--- config.mk ---
export PLATFORM = sky130hd
export DESIGN_NAME = acsf_sample_fifo
export DESIGN_NICKNAME = d
export VERILOG_FILES = /design/src/acsf_pkg.sv /design/src/acsf_sample_fifo.sv /design/src/acsf_sample_store.sv
export VERILOG_INCLUDE_DIRS = /design/src
export SDC_FILE = /design/constraint.sdc
export NUM_CORES = 2
export LEC_CHECK = 0
export BUFFER_PORTS_ARGS = -buffer_cell sky130_fd_sc_hd__buf_2
export CAP_MARGIN = 20
export CORE_UTILIZATION = 48
export CTS_BUF_LIST = sky130_fd_sc_hd__clkbuf_8
export CTS_CLUSTER_DIAMETER = 150
export DETAILED_ROUTE_END_ITERATION = 12
export PLACE_DENSITY = 0.68
export SLEW_MARGIN = 20
export SYNTH_ARGS = -nofsm -noshare
export SYNTH_HDL_FRONTEND = slang
export SYNTH_SLANG_ARGS = --single-unit
--- constraint.sdc ---
create_clock -name clk -period 19 [get_ports clk]
set_clock_uncertainty 0.2 [all_clocks]
set_input_delay 0.95 -clock clk [delete_from_list [all_inputs] [get_ports clk]]
set_output_delay 0.95 -clock clk [all_outputs]
set_load 0.005 [all_outputs]
--- src/acsf_regs.svh ---
// Register map, field positions, reset values and timing of the sample buffer
// Overview of operation
// - Mode field selects off, circular, stop, trigger
// - Flush on disable, sleep/wake change, activation
// - Writing off clears overflow, watermark, count
// - Overflow flag sets when count reaches 32
// - Watermark flag when count at least level
// - Level zero disables watermark flag
// - Trigger mode keeps level samples before trigger
// - Watermark never stops acquisition
// - One sample per data period, awake/sleep rate
// - Read returns oldest, removes it, count decrements
// - Partial burst drops rest of sample
// - Trigger: overwrite before, stop when full after
// - Output filter bit selects high-pass data
// - Range field selects sensitivity; code 11 reserved
// - Pulse bypass bit routes around high-pass
// - Pulse low-pass bit inserts low-pass filter
// - Cutoff select sets corner with awake rate, power mode
// - Hybrid halves rate and cutoff
// - Buffer on: head at first address, others zero
// - Gate bit: sleep keeps contents, halts, flags
`ifndef ACSF_REGS_SVH
`define ACSF_REGS_SVH

`define ACSF_ADDR_OUT_X_HI   8'h01
`define ACSF_ADDR_OUT_Z_LO   8'h06
`define ACSF_ADDR_SETUP      8'h09
`define ACSF_ADDR_RANGE      8'h0e
`define ACSF_ADDR_CUTOFF     8'h0f

`define ACSF_RST_SETUP       8'h00
`define ACSF_RST_RANGE       8'h00
`define ACSF_RST_CUTOFF      8'h00

`define ACSF_SETUP_MODE_LSB  6
`define ACSF_SETUP_WMRK_LSB  0
`define ACSF_RANGE_HPF_BIT   4
`define ACSF_RANGE_FS_LSB    0
`define ACSF_CUT_BYP_BIT     5
`define ACSF_CUT_LPF_BIT     4
`define ACSF_CUT_SEL_LSB     0

`define ACSF_DEPTH           32
`define ACSF_AXIS_W          14
`define ACSF_SAMPLE_W        42
`define ACSF_BYTES_PER_SMP   6

// Sensitivity in micro-g per LSB
`define ACSF_SENS_RANGE0     10'h0f4
`define ACSF_SENS_RANGE1     10'h1e8
`define ACSF_SENS_RANGE2     10'h3d0
// Corner at the top rate, code 00, in 1/256 Hz (16 Hz)
`define ACSF_CORNER_TOP      16'h1000

`define ACSF_CLK_MHZ         100
`define ACSF_BASE_PERIOD_US  1250

`endif

--- src/acsf_pkg.sv ---
// Types shared by the sample buffer modules
package acsf_pkg;
`include "acsf_regs.svh"

   typedef enum logic [1:0] {
      ACSF_OFF  = 2'b00,
      ACSF_CIRC = 2'b01,
      ACSF_STOP = 2'b10,
      ACSF_TRIG = 2'b11
   } acsf_mode_e;

   typedef logic [`ACSF_SAMPLE_W-1:0] acsf_sample_t;

   typedef struct packed {
      acsf_sample_t [`ACSF_DEPTH-1:0] mem;
   } acsf_store_s;

   typedef struct packed {
      acsf_mode_e   mode;
      logic [5:0]   wmrk;
      logic         hpfOut;
      logic [1:0]   rangeSelect;
      logic         pulseByp;
      logic         pulseLpf;
      logic [1:0]   cutSel;
      logic [4:0]   head;
      logic [5:0]   count;
      logic [2:0]   byteIdx;
      logic         ovf;
      logic         wmFlag;
      logic         triggered;
      logic         gateErr;
      logic         activeQ;
      logic         sleepQ;
      logic [16:0]  baseCnt;
      logic [10:0]  multCnt;
      acsf_sample_t curSample;
      logic [7:0]   rdData;
   } acsf_state_s;

endpackage : acsf_pkg

--- src/acsf_sample_fifo.sv ---
// Acceleration sample buffer with output data and filter configuration
`timescale 1ns/1ps
module acsf_sample_fifo
   import acsf_pkg::*;
#(
   parameter int unsigned BASE_TICK_CYCLES =
      `ACSF_BASE_PERIOD_US * `ACSF_CLK_MHZ
)
(
   // Clock, reset, enable
   input  wire logic         clk,
   input  wire logic         rst_n,
   input  wire logic         ce,
   // Register port
   input  wire logic         regWrEn,
   input  wire logic         regRdEn,
   input  wire logic [7:0]   regAddr,
   input  wire logic [7:0]   regWrData,
   input  wire logic         regBurstCont,
   input  wire logic         regBurstEnd,
   output logic [7:0]        regRdData,
   // System mode from main_control_reg and sleep logic
   input  wire logic         activeMode,
   input  wire logic         hybridMode,
   input  wire logic         sleepActive,
   input  wire logic [2:0]   activeRateField,
   input  wire logic [1:0]   sleepRateField,
   input  wire logic [1:0]   lowNoiseLowPower,
   input  wire logic         fifoGate,
   input  wire logic         trigEvent,
   // Sample sources
   input  wire acsf_sample_t rawSample,
   input  wire acsf_sample_t hpfSample,
   // Status
   output logic [5:0]        bufCount,
   output logic              overflowFlag,
   output logic              watermarkFlag,
   output logic              gateError,
   output logic              triggeredFlag,
   // Filter and range controls
   output logic [1:0]        rangeSelect,
   output logic [9:0]        sensitivityUg,
   output logic              pulseUseHpf,
   output logic              pulseUseLpf,
   output logic [15:0]       hpCorner
);

   localparam logic [16:0] BASE_LAST = 17'(BASE_TICK_CYCLES - 1);
   localparam logic [5:0]  DEPTH     = 6'(`ACSF_DEPTH);

   acsf_state_s  st;
   acsf_state_s  next_st;
   acsf_sample_t headSample;
   acsf_sample_t pushData;
   logic         pushEn;
   logic [4:0]   pushIdx;

   // Rate exponent: period is the base period times two to this power
   function automatic logic [3:0] rate_exp(input logic [2:0] code);
      case (code)
         3'h0:    rate_exp = 4'h0;
         3'h1:    rate_exp = 4'h1;
         3'h2:    rate_exp = 4'h2;
         3'h3:    rate_exp = 4'h3;
         3'h4:    rate_exp = 4'h4;
         3'h5:    rate_exp = 4'h6;
         3'h6:    rate_exp = 4'h7;
         default: rate_exp = 4'h9;
      endcase
   endfunction : rate_exp

   // Corner shift for code 00 per power mode column and rate
   function automatic logic [3:0] corner_shift(input logic [1:0] pm,
                                               input logic [2:0] code);
      logic [3:0] e;
      e = rate_exp(code);
      case (pm)
         2'h0:    corner_shift = (e == 4'h0) ? 4'h0 :
                                 (e < 4'h4) ? 4'(e - 4'h1) : 4'h3;
         2'h1:    corner_shift = (e == 4'h0) ? 4'h0 : 4'(e - 4'h1);
         2'h2:    corner_shift = 4'h0;
         default: corner_shift = e;
      endcase
   endfunction : corner_shift

   function automatic logic [7:0] sample_byte(input acsf_sample_t s,
                                              input logic [2:0] idx);
      logic [13:0] ax;
      case (idx[2:1])
         2'h0:    ax = s[41:28];
         2'h1:    ax = s[27:14];
         default: ax = s[13:0];
      endcase
      // Left-justified 14-bit data
      sample_byte = idx[0] ? {ax[5:0], 2'h0} : ax[13:6];
   endfunction : sample_byte

   acsf_sample_store u_store (
      .clk    (clk),
      .rst_n  (rst_n),
      .ce     (ce),
      .wrEn   (pushEn),
      .wrIdx  (pushIdx),
      .wrData (pushData),
      .rdIdx  (st.head),
      .rdData (headSample)
   );

   always_comb begin
      logic        odrTick;
      logic        flush;
      logic        gateEnter;
      logic        sleepEdge;
      logic        popNow;
      logic        take;
      logic        headRead;
      logic        enabled;
      logic [3:0]  rExp;
      logic [10:0] multLast;
      logic [5:0]  cEff;
      logic [4:0]  headP;
      logic [5:0]  cap;
      logic [5:0]  preCap;
      logic [2:0]  idxAfter;
      logic [7:0]  rd;
      next_st   = st;
      odrTick   = 1'b0;
      flush     = 1'b0;
      popNow    = 1'b0;
      take      = 1'b0;
      headRead  = 1'b0;
      idxAfter  = st.byteIdx;
      rd        = 8'h00;
      pushEn    = 1'b0;
      pushIdx   = 5'h00;
      pushData  = st.curSample;
      enabled   = (st.mode != ACSF_OFF);

      next_st.activeQ = activeMode;
      next_st.sleepQ  = sleepActive;

      // Data period from the awake or sleep rate, doubled in hybrid
      rExp = sleepActive ? rate_exp({1'b1, sleepRateField})
                         : rate_exp(activeRateField);
      rExp = 4'(rExp + {3'h0, hybridMode});
      multLast = 11'((12'h001 << rExp) - 12'h001);
      if (!activeMode) begin
         next_st.baseCnt = 17'h00000;
         next_st.multCnt = 11'h000;
      end else if (st.baseCnt == BASE_LAST) begin
         next_st.baseCnt = 17'h00000;
         if (st.multCnt >= multLast) begin
            next_st.multCnt = 11'h000;
            odrTick         = 1'b1;
         end else begin
            next_st.multCnt = 11'(st.multCnt + 11'h001);
         end
      end else begin
         next_st.baseCnt = 17'(st.baseCnt + 17'h00001);
      end

      if (odrTick) begin
         next_st.curSample = st.hpfOut ? hpfSample : rawSample;
      end

      // Register writes
      if (regWrEn) begin
         case (regAddr)
            `ACSF_ADDR_SETUP: begin
               next_st.mode = acsf_mode_e'(regWrData[`ACSF_SETUP_MODE_LSB+:2]);
               next_st.wmrk = regWrData[`ACSF_SETUP_WMRK_LSB+:6];
            end
            `ACSF_ADDR_RANGE: begin
               next_st.hpfOut      = regWrData[`ACSF_RANGE_HPF_BIT];
               next_st.rangeSelect = regWrData[`ACSF_RANGE_FS_LSB+:2];
            end
            `ACSF_ADDR_CUTOFF: begin
               next_st.pulseByp = regWrData[`ACSF_CUT_BYP_BIT];
               next_st.pulseLpf = regWrData[`ACSF_CUT_LPF_BIT];
               next_st.cutSel   = regWrData[`ACSF_CUT_SEL_LSB+:2];
            end
            default: begin
            end
         endcase
      end

      // Register reads; with the buffer on, the data window streams the head
      if (regRdEn) begin
         case (regAddr)
            `ACSF_ADDR_SETUP:  rd = {st.mode, st.wmrk};
            `ACSF_ADDR_RANGE:  rd = {3'h0, st.hpfOut, 2'h0, st.rangeSelect};
            `ACSF_ADDR_CUTOFF: rd = {2'h0, st.pulseByp, st.pulseLpf, 2'h0,
                                     st.cutSel};
            default: begin
               if (regAddr >= `ACSF_ADDR_OUT_X_HI &&
                   regAddr <= `ACSF_ADDR_OUT_Z_LO) begin
                  if (!enabled) begin
                     rd = sample_byte(st.curSample,
                                      3'(regAddr - `ACSF_ADDR_OUT_X_HI));
                  end else if (regAddr == `ACSF_ADDR_OUT_X_HI ||
                               (regBurstCont && st.byteIdx != 3'h0)) begin
                     headRead = (st.count != 6'h00);
                     if (headRead) begin
                        rd = sample_byte(headSample, st.byteIdx);
                     end
                  end
               end
            end
         endcase
         next_st.rdData = rd;
      end

      // Sample consumed after its last byte or when its burst ends early
      if (headRead) begin
         idxAfter = 3'(st.byteIdx + 3'h1);
         if (idxAfter == 3'(`ACSF_BYTES_PER_SMP)) begin
            popNow   = 1'b1;
            idxAfter = 3'h0;
         end
      end
      if (regBurstEnd && idxAfter != 3'h0) begin
         popNow   = 1'b1;
         idxAfter = 3'h0;
      end
      next_st.byteIdx = idxAfter;

      // Flush sources; a gated sleep entry keeps the contents instead
      sleepEdge = activeMode && st.activeQ && (sleepActive != st.sleepQ);
      gateEnter = sleepEdge && sleepActive && fifoGate && enabled;
      flush = (next_st.mode == ACSF_OFF) ||
              (activeMode && !st.activeQ) ||
              (sleepEdge && !gateEnter);

      cEff  = 6'(st.count - {5'h00, popNow});
      headP = 5'(st.head + {4'h0, popNow});
      next_st.head  = headP;
      next_st.count = cEff;

      if (trigEvent && st.mode == ACSF_TRIG && activeMode) begin
         next_st.triggered = 1'b1;
      end
      preCap = (st.wmrk == 6'h00 || st.wmrk > DEPTH) ? DEPTH
                                                     : st.wmrk;
      cap = (st.mode == ACSF_TRIG && !st.triggered) ? preCap : DEPTH;

      // Acquisition continues past the watermark; the gate halts it, as does a full buffer in stop mode or after a trigger
      take = odrTick && enabled && !st.gateErr && !flush;
      if (take) begin
         pushData = st.hpfOut ? hpfSample : rawSample;
         if (cEff < cap) begin
            pushEn        = 1'b1;
            pushIdx       = 5'(headP + cEff[4:0]);
            next_st.count = 6'(cEff + 6'h01);
         end else if (st.mode == ACSF_CIRC ||
                      (st.mode == ACSF_TRIG && !st.triggered)) begin
            // Overwrite the oldest sample
            pushEn       = 1'b1;
            pushIdx      = 5'(headP + cEff[4:0]);
            next_st.head = 5'(headP + 5'h01);
         end
      end

      if (flush) begin
         next_st.head      = 5'h00;
         next_st.count     = 6'h00;
         next_st.byteIdx   = 3'h00;
         next_st.triggered = 1'b0;
         pushEn            = 1'b0;
      end
      if (next_st.mode == ACSF_OFF) begin
         next_st.ovf     = 1'b0;
         next_st.gateErr = 1'b0;
      end

      // Gate error ends once the host has emptied the buffer; set wins
      if (st.gateErr && next_st.count == 6'h00) begin
         next_st.gateErr = 1'b0;
      end
      if (gateEnter) begin
         next_st.gateErr = 1'b1;
      end
      if (next_st.count == DEPTH) begin
         next_st.ovf = 1'b1;
      end
      next_st.wmFlag = (st.wmrk != 6'h00) &&
                       (next_st.count >= st.wmrk);
   end

   always_ff @(posedge clk or negedge rst_n) begin
      if (!rst_n) begin
         st             <= '0;
         st.mode        <= acsf_mode_e'(
            2'(`ACSF_RST_SETUP >> `ACSF_SETUP_MODE_LSB));
         st.wmrk        <= 6'(`ACSF_RST_SETUP);
         st.hpfOut      <= 1'(`ACSF_RST_RANGE >> `ACSF_RANGE_HPF_BIT);
         st.rangeSelect <= 2'(`ACSF_RST_RANGE);
         st.pulseByp    <= 1'(`ACSF_RST_CUTOFF >> `ACSF_CUT_BYP_BIT);
         st.pulseLpf    <= 1'(`ACSF_RST_CUTOFF >> `ACSF_CUT_LPF_BIT);
         st.cutSel      <= 2'(`ACSF_RST_CUTOFF);
      end else if (ce) begin
         st <= next_st;
      end
   end

   // Corner tracks awake rate and power mode; hybrid halves the effective rate
   always_comb begin
      logic [4:0] sh;
      sh = 5'({1'b0, corner_shift(lowNoiseLowPower, activeRateField)} +
              {3'h0, st.cutSel} + {4'h0, hybridMode});
      hpCorner = `ACSF_CORNER_TOP >> sh;
   end

   always_comb begin
      case (st.rangeSelect)
         2'h0:    sensitivityUg = `ACSF_SENS_RANGE0;
         2'h1:    sensitivityUg = `ACSF_SENS_RANGE1;
         2'h2:    sensitivityUg = `ACSF_SENS_RANGE2;
         default: sensitivityUg = 10'h000;
      endcase
   end

   assign regRdData     = st.rdData;
   assign bufCount      = st.count;
   assign overflowFlag  = st.ovf;
   assign watermarkFlag = st.wmFlag;
   assign gateError     = st.gateErr;
   assign triggeredFlag = st.triggered;
   assign rangeSelect   = st.rangeSelect;
   assign pulseUseHpf   = !st.pulseByp;
   assign pulseUseLpf   = st.pulseLpf;

endmodule : acsf_sample_fifo

--- src/acsf_sample_store.sv ---
// Flip-flop storage of the buffered samples, one write port, one read index
`timescale 1ns/1ps
module acsf_sample_store
   import acsf_pkg::*;
(
   // Clock and reset
   input  wire logic         clk,
   input  wire logic         rst_n,
   input  wire logic         ce,
   // Write side
   input  wire logic         wrEn,
   input  wire logic [4:0]   wrIdx,
   input  wire acsf_sample_t wrData,
   // Read side
   input  wire logic [4:0]   rdIdx,
   output acsf_sample_t      rdData
);

   acsf_store_s st;
   acsf_store_s next_st;

   always_comb begin
      next_st = st;
      if (wrEn) begin
         next_st.mem[wrIdx] = wrData;
      end
   end

   always_ff @(posedge clk or negedge rst_n) begin
      if (!rst_n) begin
         st <= '0;
      end else if (ce) begin
         st <= next_st;
      end
   end

   assign rdData = st.mem[rdIdx];

endmodule : acsf_sample_store

# Word-level counts from Yosys, hierarchy flattened
# Cells that the tools add are included.
# W data, S select, Z words.
[classes]
order_cmp = 10
n_mux = 66
eq_ne = 25
n_reduce_logical = 59
addsub = 14
n_shift = 2
[ops]
columns = ["cell", "count"]
rows = [
  ["$bwmux W1344", 1],
  ["$bmux W42 S5", 1],
  ["$demux W42 S5", 1],
  ["$mux W42", 4],
  ["$mux W8", 7],
  ["$pmux W14 S2", 2],
  ["$mux W11", 3],
  ["$pmux W10 S3", 1],
  ["$mux W28", 1],
  ["$pmux W4 S7", 1],
  ["$mux W5", 5],
  ["$eq A8 B4 Y1 const B", 3],
  ["$pmux W4 S3", 2],
  ["$pmux W8 S3", 1],
  ["$mux W1", 21],
  ["$mux W4", 5],
  ["$logic_and A1 B1 Y1", 19],
  ["$mux W6", 3],
  ["$add A17 B1 Y17 const B", 1],
  ["$eq A17 B17 Y1 const B", 1],
  ["$mux W17", 1],
  ["$shr A13 B5 Y16 const A", 1],
  ["$mux W15", 1],
  ["$mux W14", 1],
  ["other kinds (44)", 89],
]
[word_totals]
regBits = 1457
word_cells = 228

# Longest topological paths before layout
[depth]
ltp_word = 22
mapped_depth = 32
mapped_depth_nobuf = 31

# Cells and area by module
# From an unflattened synthesis, not the netlist that was laid out.
[hier_totals]
cells_unflattened = 5537
area_unflattened_um2 = 71244.6
[modules_own_cells]
columns = ["module", "instances", "cells_each", "area_per_inst_um2"]
rows = [
  ["acsf_sample_store", 1, 4522, 62503.7],
  ["acsf_sample_fifo", 1, 1015, 8740.9],
]

# Worst setup path after synthesis
# OpenSTA, ideal clock, no wires.
[synth_timing]
kind = "input-to-reg"
from = "in activeRateField[2]"
to = "reg st (netlist bit watermarkFlag)"
required_ns = 18.675
slack_ns = 11.813
n_path_buf = 3
t_arrival_ns = 6.862
stages = 30
path_cell_list = "clkbuf_1 > mux2_2 > nor2_1 > a21oi_1 > ha_1 > ha_1 > clkbuf_1 > or2_2 > or3_1 > ha_1 > or4b_2 > o21ai_0 > a22oi_1 > ha_1 > nand2_1 > o21ai_0 > o21bai_1 > clkbuf_1 > nand2_1 > xnor2_1 > nand2_1 > ha_1 > nand2b_1 > a21o_1 > a21o_1 > a21o_1 > a21o_1 > a21oi_1 > a21oi_1 > mux2_2"
[synth_between]
elab_chain_cells = 17
elab_cells_between_ends = 23
classes_between = "2 x add/sub; 2 x order compare; 6 x eq/ne; 1 x shift; 7 x mux; 5 x reduce/logical"
[synth_lines]
columns = ["item", "line_no", "source"]
rows = [
  ["start: declaration", "acsf_sample_fifo.sv:26", "input wire logic [2:0] activeRateField,"],
  ["$eq A3 B3 Y1, or another cell as far along", "acsf_sample_fifo.sv:60", "case (code)"],
  ["$pmux W4 S7 (*)", "acsf_sample_fifo.sv:60", ""],
  ["$mux W4 (*)", "acsf_sample_fifo.sv:143", "rExp = sleepActive ? rate_exp({1'b1, sleepRateField})"],
  ["$add A4 B1 Y4 (*)", "acsf_sample_fifo.sv:145", "rExp = 4'(rExp + {3'h0, hybridMode});"],
  ["$shl A1 B4 Y11 (*)", "acsf_sample_fifo.sv:146", "multLast = 11'((12'h001 << rExp) - 12'h001);"],
  ["$sub A11 B1 Y11 (*)", "acsf_sample_fifo.sv:146", ""],
  ["$ge A11 B11 Y1 (*)", "acsf_sample_fifo.sv:152", "if (st.multCnt >= multLast) begin"],
  ["$mux W1 (*)", "acsf_sample_fifo.sv:152", ""],
  ["$mux W1 (*)", "acsf_sample_fifo.sv:150", "end else if (st.baseCnt == BASE_LAST) begin"],
  ["$mux W1 (*)", "acsf_sample_fifo.sv:147", "if (!activeMode) begin"],
  ["$logic_and A1 B1 Y1 (*) (3 in series)", "acsf_sample_fifo.sv:247", "take = odrTick && enabled && !st.gateErr && !flush;"],
  ["$mux W11 (*)", "acsf_sample_fifo.sv:248", "if (take) begin"],
  ["$mux W14 (*)", "acsf_sample_fifo.sv:263", "if (flush) begin"],
  ["$ge A6 B6 Y1 (*)", "acsf_sample_fifo.sv:286", "(next_st.count >= st.wmrk);"],
  ["$logic_and A1 B1 Y1 (*)", "acsf_sample_fifo.sv:285", "next_st.wmFlag = (st.wmrk != 6'h00) &&"],
  ["end signal: assignment", "acsf_sample_fifo.sv:301", "st <= next_st;"],
  ["end: declaration", "acsf_sample_fifo.sv:51", "acsf_state_s st;"],
]
# Every way passes the cells marked *; elsewhere a longest branch is shown, timed or not.
# A chain may end at the register's enable or synchronous reset.

# Worst setup path after layout
[layout_timing]
from = "reg st[85] (netlist name)"
to = "reg u_store.st[111] (netlist name)"
[layout_between]
elab_chain_cells = 22
elab_cells_between_ends = 34
classes_between = "4 x add/sub; 3 x order compare; 1 x eq/ne; 19 x mux; 7 x reduce/logical"
[layout_lines]
columns = ["item", "line_no", "source"]
rows = [
  ["$reduce_bool A3 Y1", "acsf_sample_fifo.sv:201", "(regBurstCont && st.byteIdx != 3'h0)) begin"],
  ["$logic_and A1 B1 Y1", "acsf_sample_fifo.sv:201", ""],
  ["$logic_or A1 B1 Y1", "acsf_sample_fifo.sv:200", "end else if (regAddr == `ACSF_ADDR_OUT_X_HI ||"],
  ["$mux W1", "acsf_sample_fifo.sv:200", ""],
  ["$mux W1", "acsf_sample_fifo.sv:197", "if (!enabled) begin"],
  ["$mux W1", "acsf_sample_fifo.sv:195", "if (regAddr >= `ACSF_ADDR_OUT_X_HI &&"],
  ["$mux W1", "acsf_sample_fifo.sv:189", "case (regAddr)"],
  ["$mux W1", "acsf_sample_fifo.sv:188", "if (regRdEn) begin"],
  ["[6 not listed]", "n/a", ""],
  ["$mux W5", "acsf_sample_fifo.sv:254", "end else if (st.mode == ACSF_CIRC ||"],
  ["$mux W5", "acsf_sample_fifo.sv:250", "if (cEff < cap) begin"],
  ["$mux W5", "acsf_sample_fifo.sv:248", ""],
  ["$lt A5 B6 Y1 (implied by the code) or $ge A5 B1 Y1 (tied branches)", "acsf_sample_store.sv:25", "next_st.mem[wrIdx] = wrData;"],
  ["$logic_and A1 B1 Y1 (implied by the code)", "acsf_sample_store.sv:25", ""],
  ["$mux W42 (implied by the code)", "acsf_sample_store.sv:25", ""],
  ["$demux W42 S5", "n/a", ""],
  ["$bwmux W1344", "acsf_sample_store.sv:25", ""],
  ["end signal: assignment", "acsf_sample_store.sv:33", "st <= next_st;"],
  ["end: declaration", "acsf_sample_store.sv:19", "acsf_store_s st;"],
]
# Marks and branches as above.

==> flow_summary.ini <==
[min_path]
hold_class = input pin to register

[global_route]
grt_pass1_wl_um = 343000
grt_pass1_vias = 53241
antenna_found_initial = 10
track_usage = 0.310
grt-ovfl-total = 0
grt_max_degree = 167

[cts]
cts_root_buffer = clkbuf_8
cts_tree = yes
clkSinkCount = 1457
htree_levels = 4
clk_pin_slew_ps = 60
worstSkewPairLatency_ps = 970
numCtsBuffers = 226
clockBufferDepth = 3

[detailed_routing]
vias = 54918
drtIter0Drc = 7512
wirelength_um = 226000
firstDrtPassIters = 6
drc = 0
post_drt_wl_per_cell_um = 27.4
viasPerCell = 6.66
detail-route-antenna-nets = 0

[sta]
max_clock_freq_mhz = 113
worst_pin_slew_ps = 1250
layout_worst_path_cycle_share = 0.464
period_minus_slack_ps = 8810
hold_viol = 0
slew_violations = 0
slew_headroom = 0.168
hold_ws_ps = 61.0
final.setup.worst_slack_ps = 10190
tns_ps = 0
setup_violations = 0
rsz0062_at_grt = no

[setup_path]
r2r_slack_ps = 10190
crit_slowest_cell = buf_4
crit_top_cell = ha_1
critPathCapture = u_store.st[111]
endpoint_kind = register
crit_type = register to register
start_kind = register
path_max_fanout = 80
r2r-end = u_store.st[111]
timing.rr.start = st[85]
cp.arrival_ps = 9390
startpoint = st[85]
critPathRequiredTime_ps = 19580
max_stage_delay_ps = 720
reg2regPathDepth = 26

[finish]
instances_no_fill = 8247
regArea_um2 = 36500
area_growth_pct = 8.76
drive_above_1_share = 0.194
nets = 6330
fin_util = 0.525
multi_input_area_um2 = 29600
fillCellCount = 12396

[floorplan]
ios = 167
initial_core_util = 0.483
rows = 139
chipHeight_um = 382
core_area_um2 = 143000
die-area_um2 = 146000
die_w_um = 382

[synth]
synth_cell_type_count = 97
synth_flop_cell = dfrtp_1
async_flop_share = 1.00
netlist_area_um2 = 69300
ys_seq_area_frac = 0.526
yosys_warnings = 0
syn_inst = 6335
synth_edf_count = 0
ys_ff_latch = 1457
avgSynthCellArea_um2 = 10.9

[place]
dp_cells = 7824
gp_congestion = 0.898
dp_hpwl_um = 129000
io_buffer_count = 161
pre_cts_ws_ps = 9980

[power]
p_per_area_nw_per_um2 = 79.7
ir_drop_mv = 0.0559
p_leak_nw = 31.9

[run_status]
outcome = completed

[flow_run]
maxCapViolations = 0
per-stage QoR:
stage / power [mW] / area [um2]
finish: 6.01 / 75400
global route: 6.18 / 75300
CTS: 6.03 / 75200
detailed placement: 3.34 / 70500
global placement: 3.34 / 70500
floorplan: 3.23 / 69300
sequential cells by signal, indices dropped and copies added (netlist names):
register / flops
u_store.st: 1344
overflowFlag: 1
pulseUseLpf: 1
triggeredFlag: 1
regRdData: 8
bufCount: 6
watermarkFlag: 1
gateError: 1
st: 92
rangeSelect: 2
Yosys cell counts, types with 14 or more instances:
library cell | instances | area, um2
o21ai_0 | 2286 | 11400
dfrtp_1 | 1457 | 36500
clkbuf_1 | 436 | 1640
mux4_2 | 383 | 8630
nand2_1 | 318 | 1190
o21ai_1 | 266 | 1330
nor2_1 | 132 | 495
clkbuf_2 | 108 | 541
mux2i_1 | 98 | 981
o21ai_2 | 61 | 534
a21oi_1 | 60 | 300
buf_2 | 59 | 295
ha_1 | 51 | 638
buf_4 | 49 | 368
inv_1 | 40 | 150
nand3_1 | 38 | 190
a21oi_2 | 37 | 324
buf_6 | 32 | 360
mux2_2 | 27 | 304
buf_1 | 25 | 93.8
nor3_1 | 23 | 115
xor2_1 | 22 | 193
a22oi_1 | 19 | 143
o22ai_1 | 19 | 119
xnor2_1 | 16 | 140
and3_1 | 15 | 93.8
or2_4 | 15 | 131
a211oi_1 | 14 | 105
nand4_1 | 14 | 87.6
how the worst min path moves through the flow:
stage	from	slack [ps]	cells past startpoint	endpoint
4_1_cts	regWrData[6]	0.2	2	st[111]
6_report	regWrData[7]	60	2	st[112]
3_3_place_gp	u_store.st[1189]	260	2	u_store.st[1189]
3_5_place_dp	u_store.st[1272]	260	2	u_store.st[1272]
2_1_floorplan	u_store.st[1262]	240	2	u_store.st[1262]
5_1_grt	regWrData[6]	40	2	st[111]
worst max-delay path: cells and delay by family (launching register included):
family / cells / cell delay [ps]
fa+ha+maj: 4 / 1080
simple gates: 9 / 2220
compound gates: 7 / 1570
xor+xnor: 1 / 350
flops: 1 / 510
buf+inv: 5 / 2490
cell type report:
class | instances | area share
well taps | 1903 | 0.0316
flip-flops and latches | 1457 | 0.484
multi-input cells | 4131 | 0.393
repair buffers | 299 | 0.0271
clock buffers | 296 | 0.0541
inverters | 42 | 0.00213
diodes | 6 | 0.000199
clock inverters | 113 | 0.00815
per-layer routing:
metal,global-route usage,part of all wire
met3,0.0891,0.12
met2,0.465,0.45
met5,0.00595,0.00077
met4,0.126,0.040
met1,0.424,0.39
placed cells by master (no fill, tap or decap), types with 9 or more instances in the layout:
master    netlist  routed
xnor2_1        16      15
or2_4          15      15
or3_1          12      11
and3_1         15      15
mux2_2         27      27
a31oi_1        10      10
o211ai_1       12      12
o21ai_2        61      61
buf_2          59     160
inv_1          40     112
buf_12          0       9
a21oi_2        37      28
a211oi_1       14      14
buf_4          49     120
mux2i_1        98      98
a21oi_4         0      14
nand3_1        38      36
dfrtp_1      1457    1452
a21o_1         10      10
nor4_1         12      11
o21ai_0      2286    2286
nor2_1        132     132
a22oi_1        19      19
o22ai_1        19      19
nor3_1         23      23
xor2_1         22      22
clkbuf_8        0     296
mux4_2        383     383
or2_2           5      19
nor2b_1        11      11
o21ai_1       266     266
a21oi_1        60      55
clkinv_2        0      25
ha_1           51      51
nand2b_1       11      11
nand4_1        14      14
nand2_1       318     316
cell families after synthesis:
group           synth area share
xor+xnor                 0.00686
other cells            0.0000541
simple gates              0.0459
flops                      0.526
mux                        0.143
fa+ha+maj                 0.0101
buf+inv                   0.0498
compound gates             0.218
power breakdown:
part / switching, mW / internal [mW] / leakage [nW]
Sequential: 0.00405 / 3.11 / 20.3
Clock: 1.28 / 1.44 / 2.70
Combinational: 0.131 / 0.0439 / 8.86
what timing repair did:
item / in CTS / in global routing
hold buffers: 4 / 0
resized for setup: 0 / 0
setup buffers: 0 / 0
hold endpoints to repair: 163 / 0
Power figures use the tool's default switching activity.
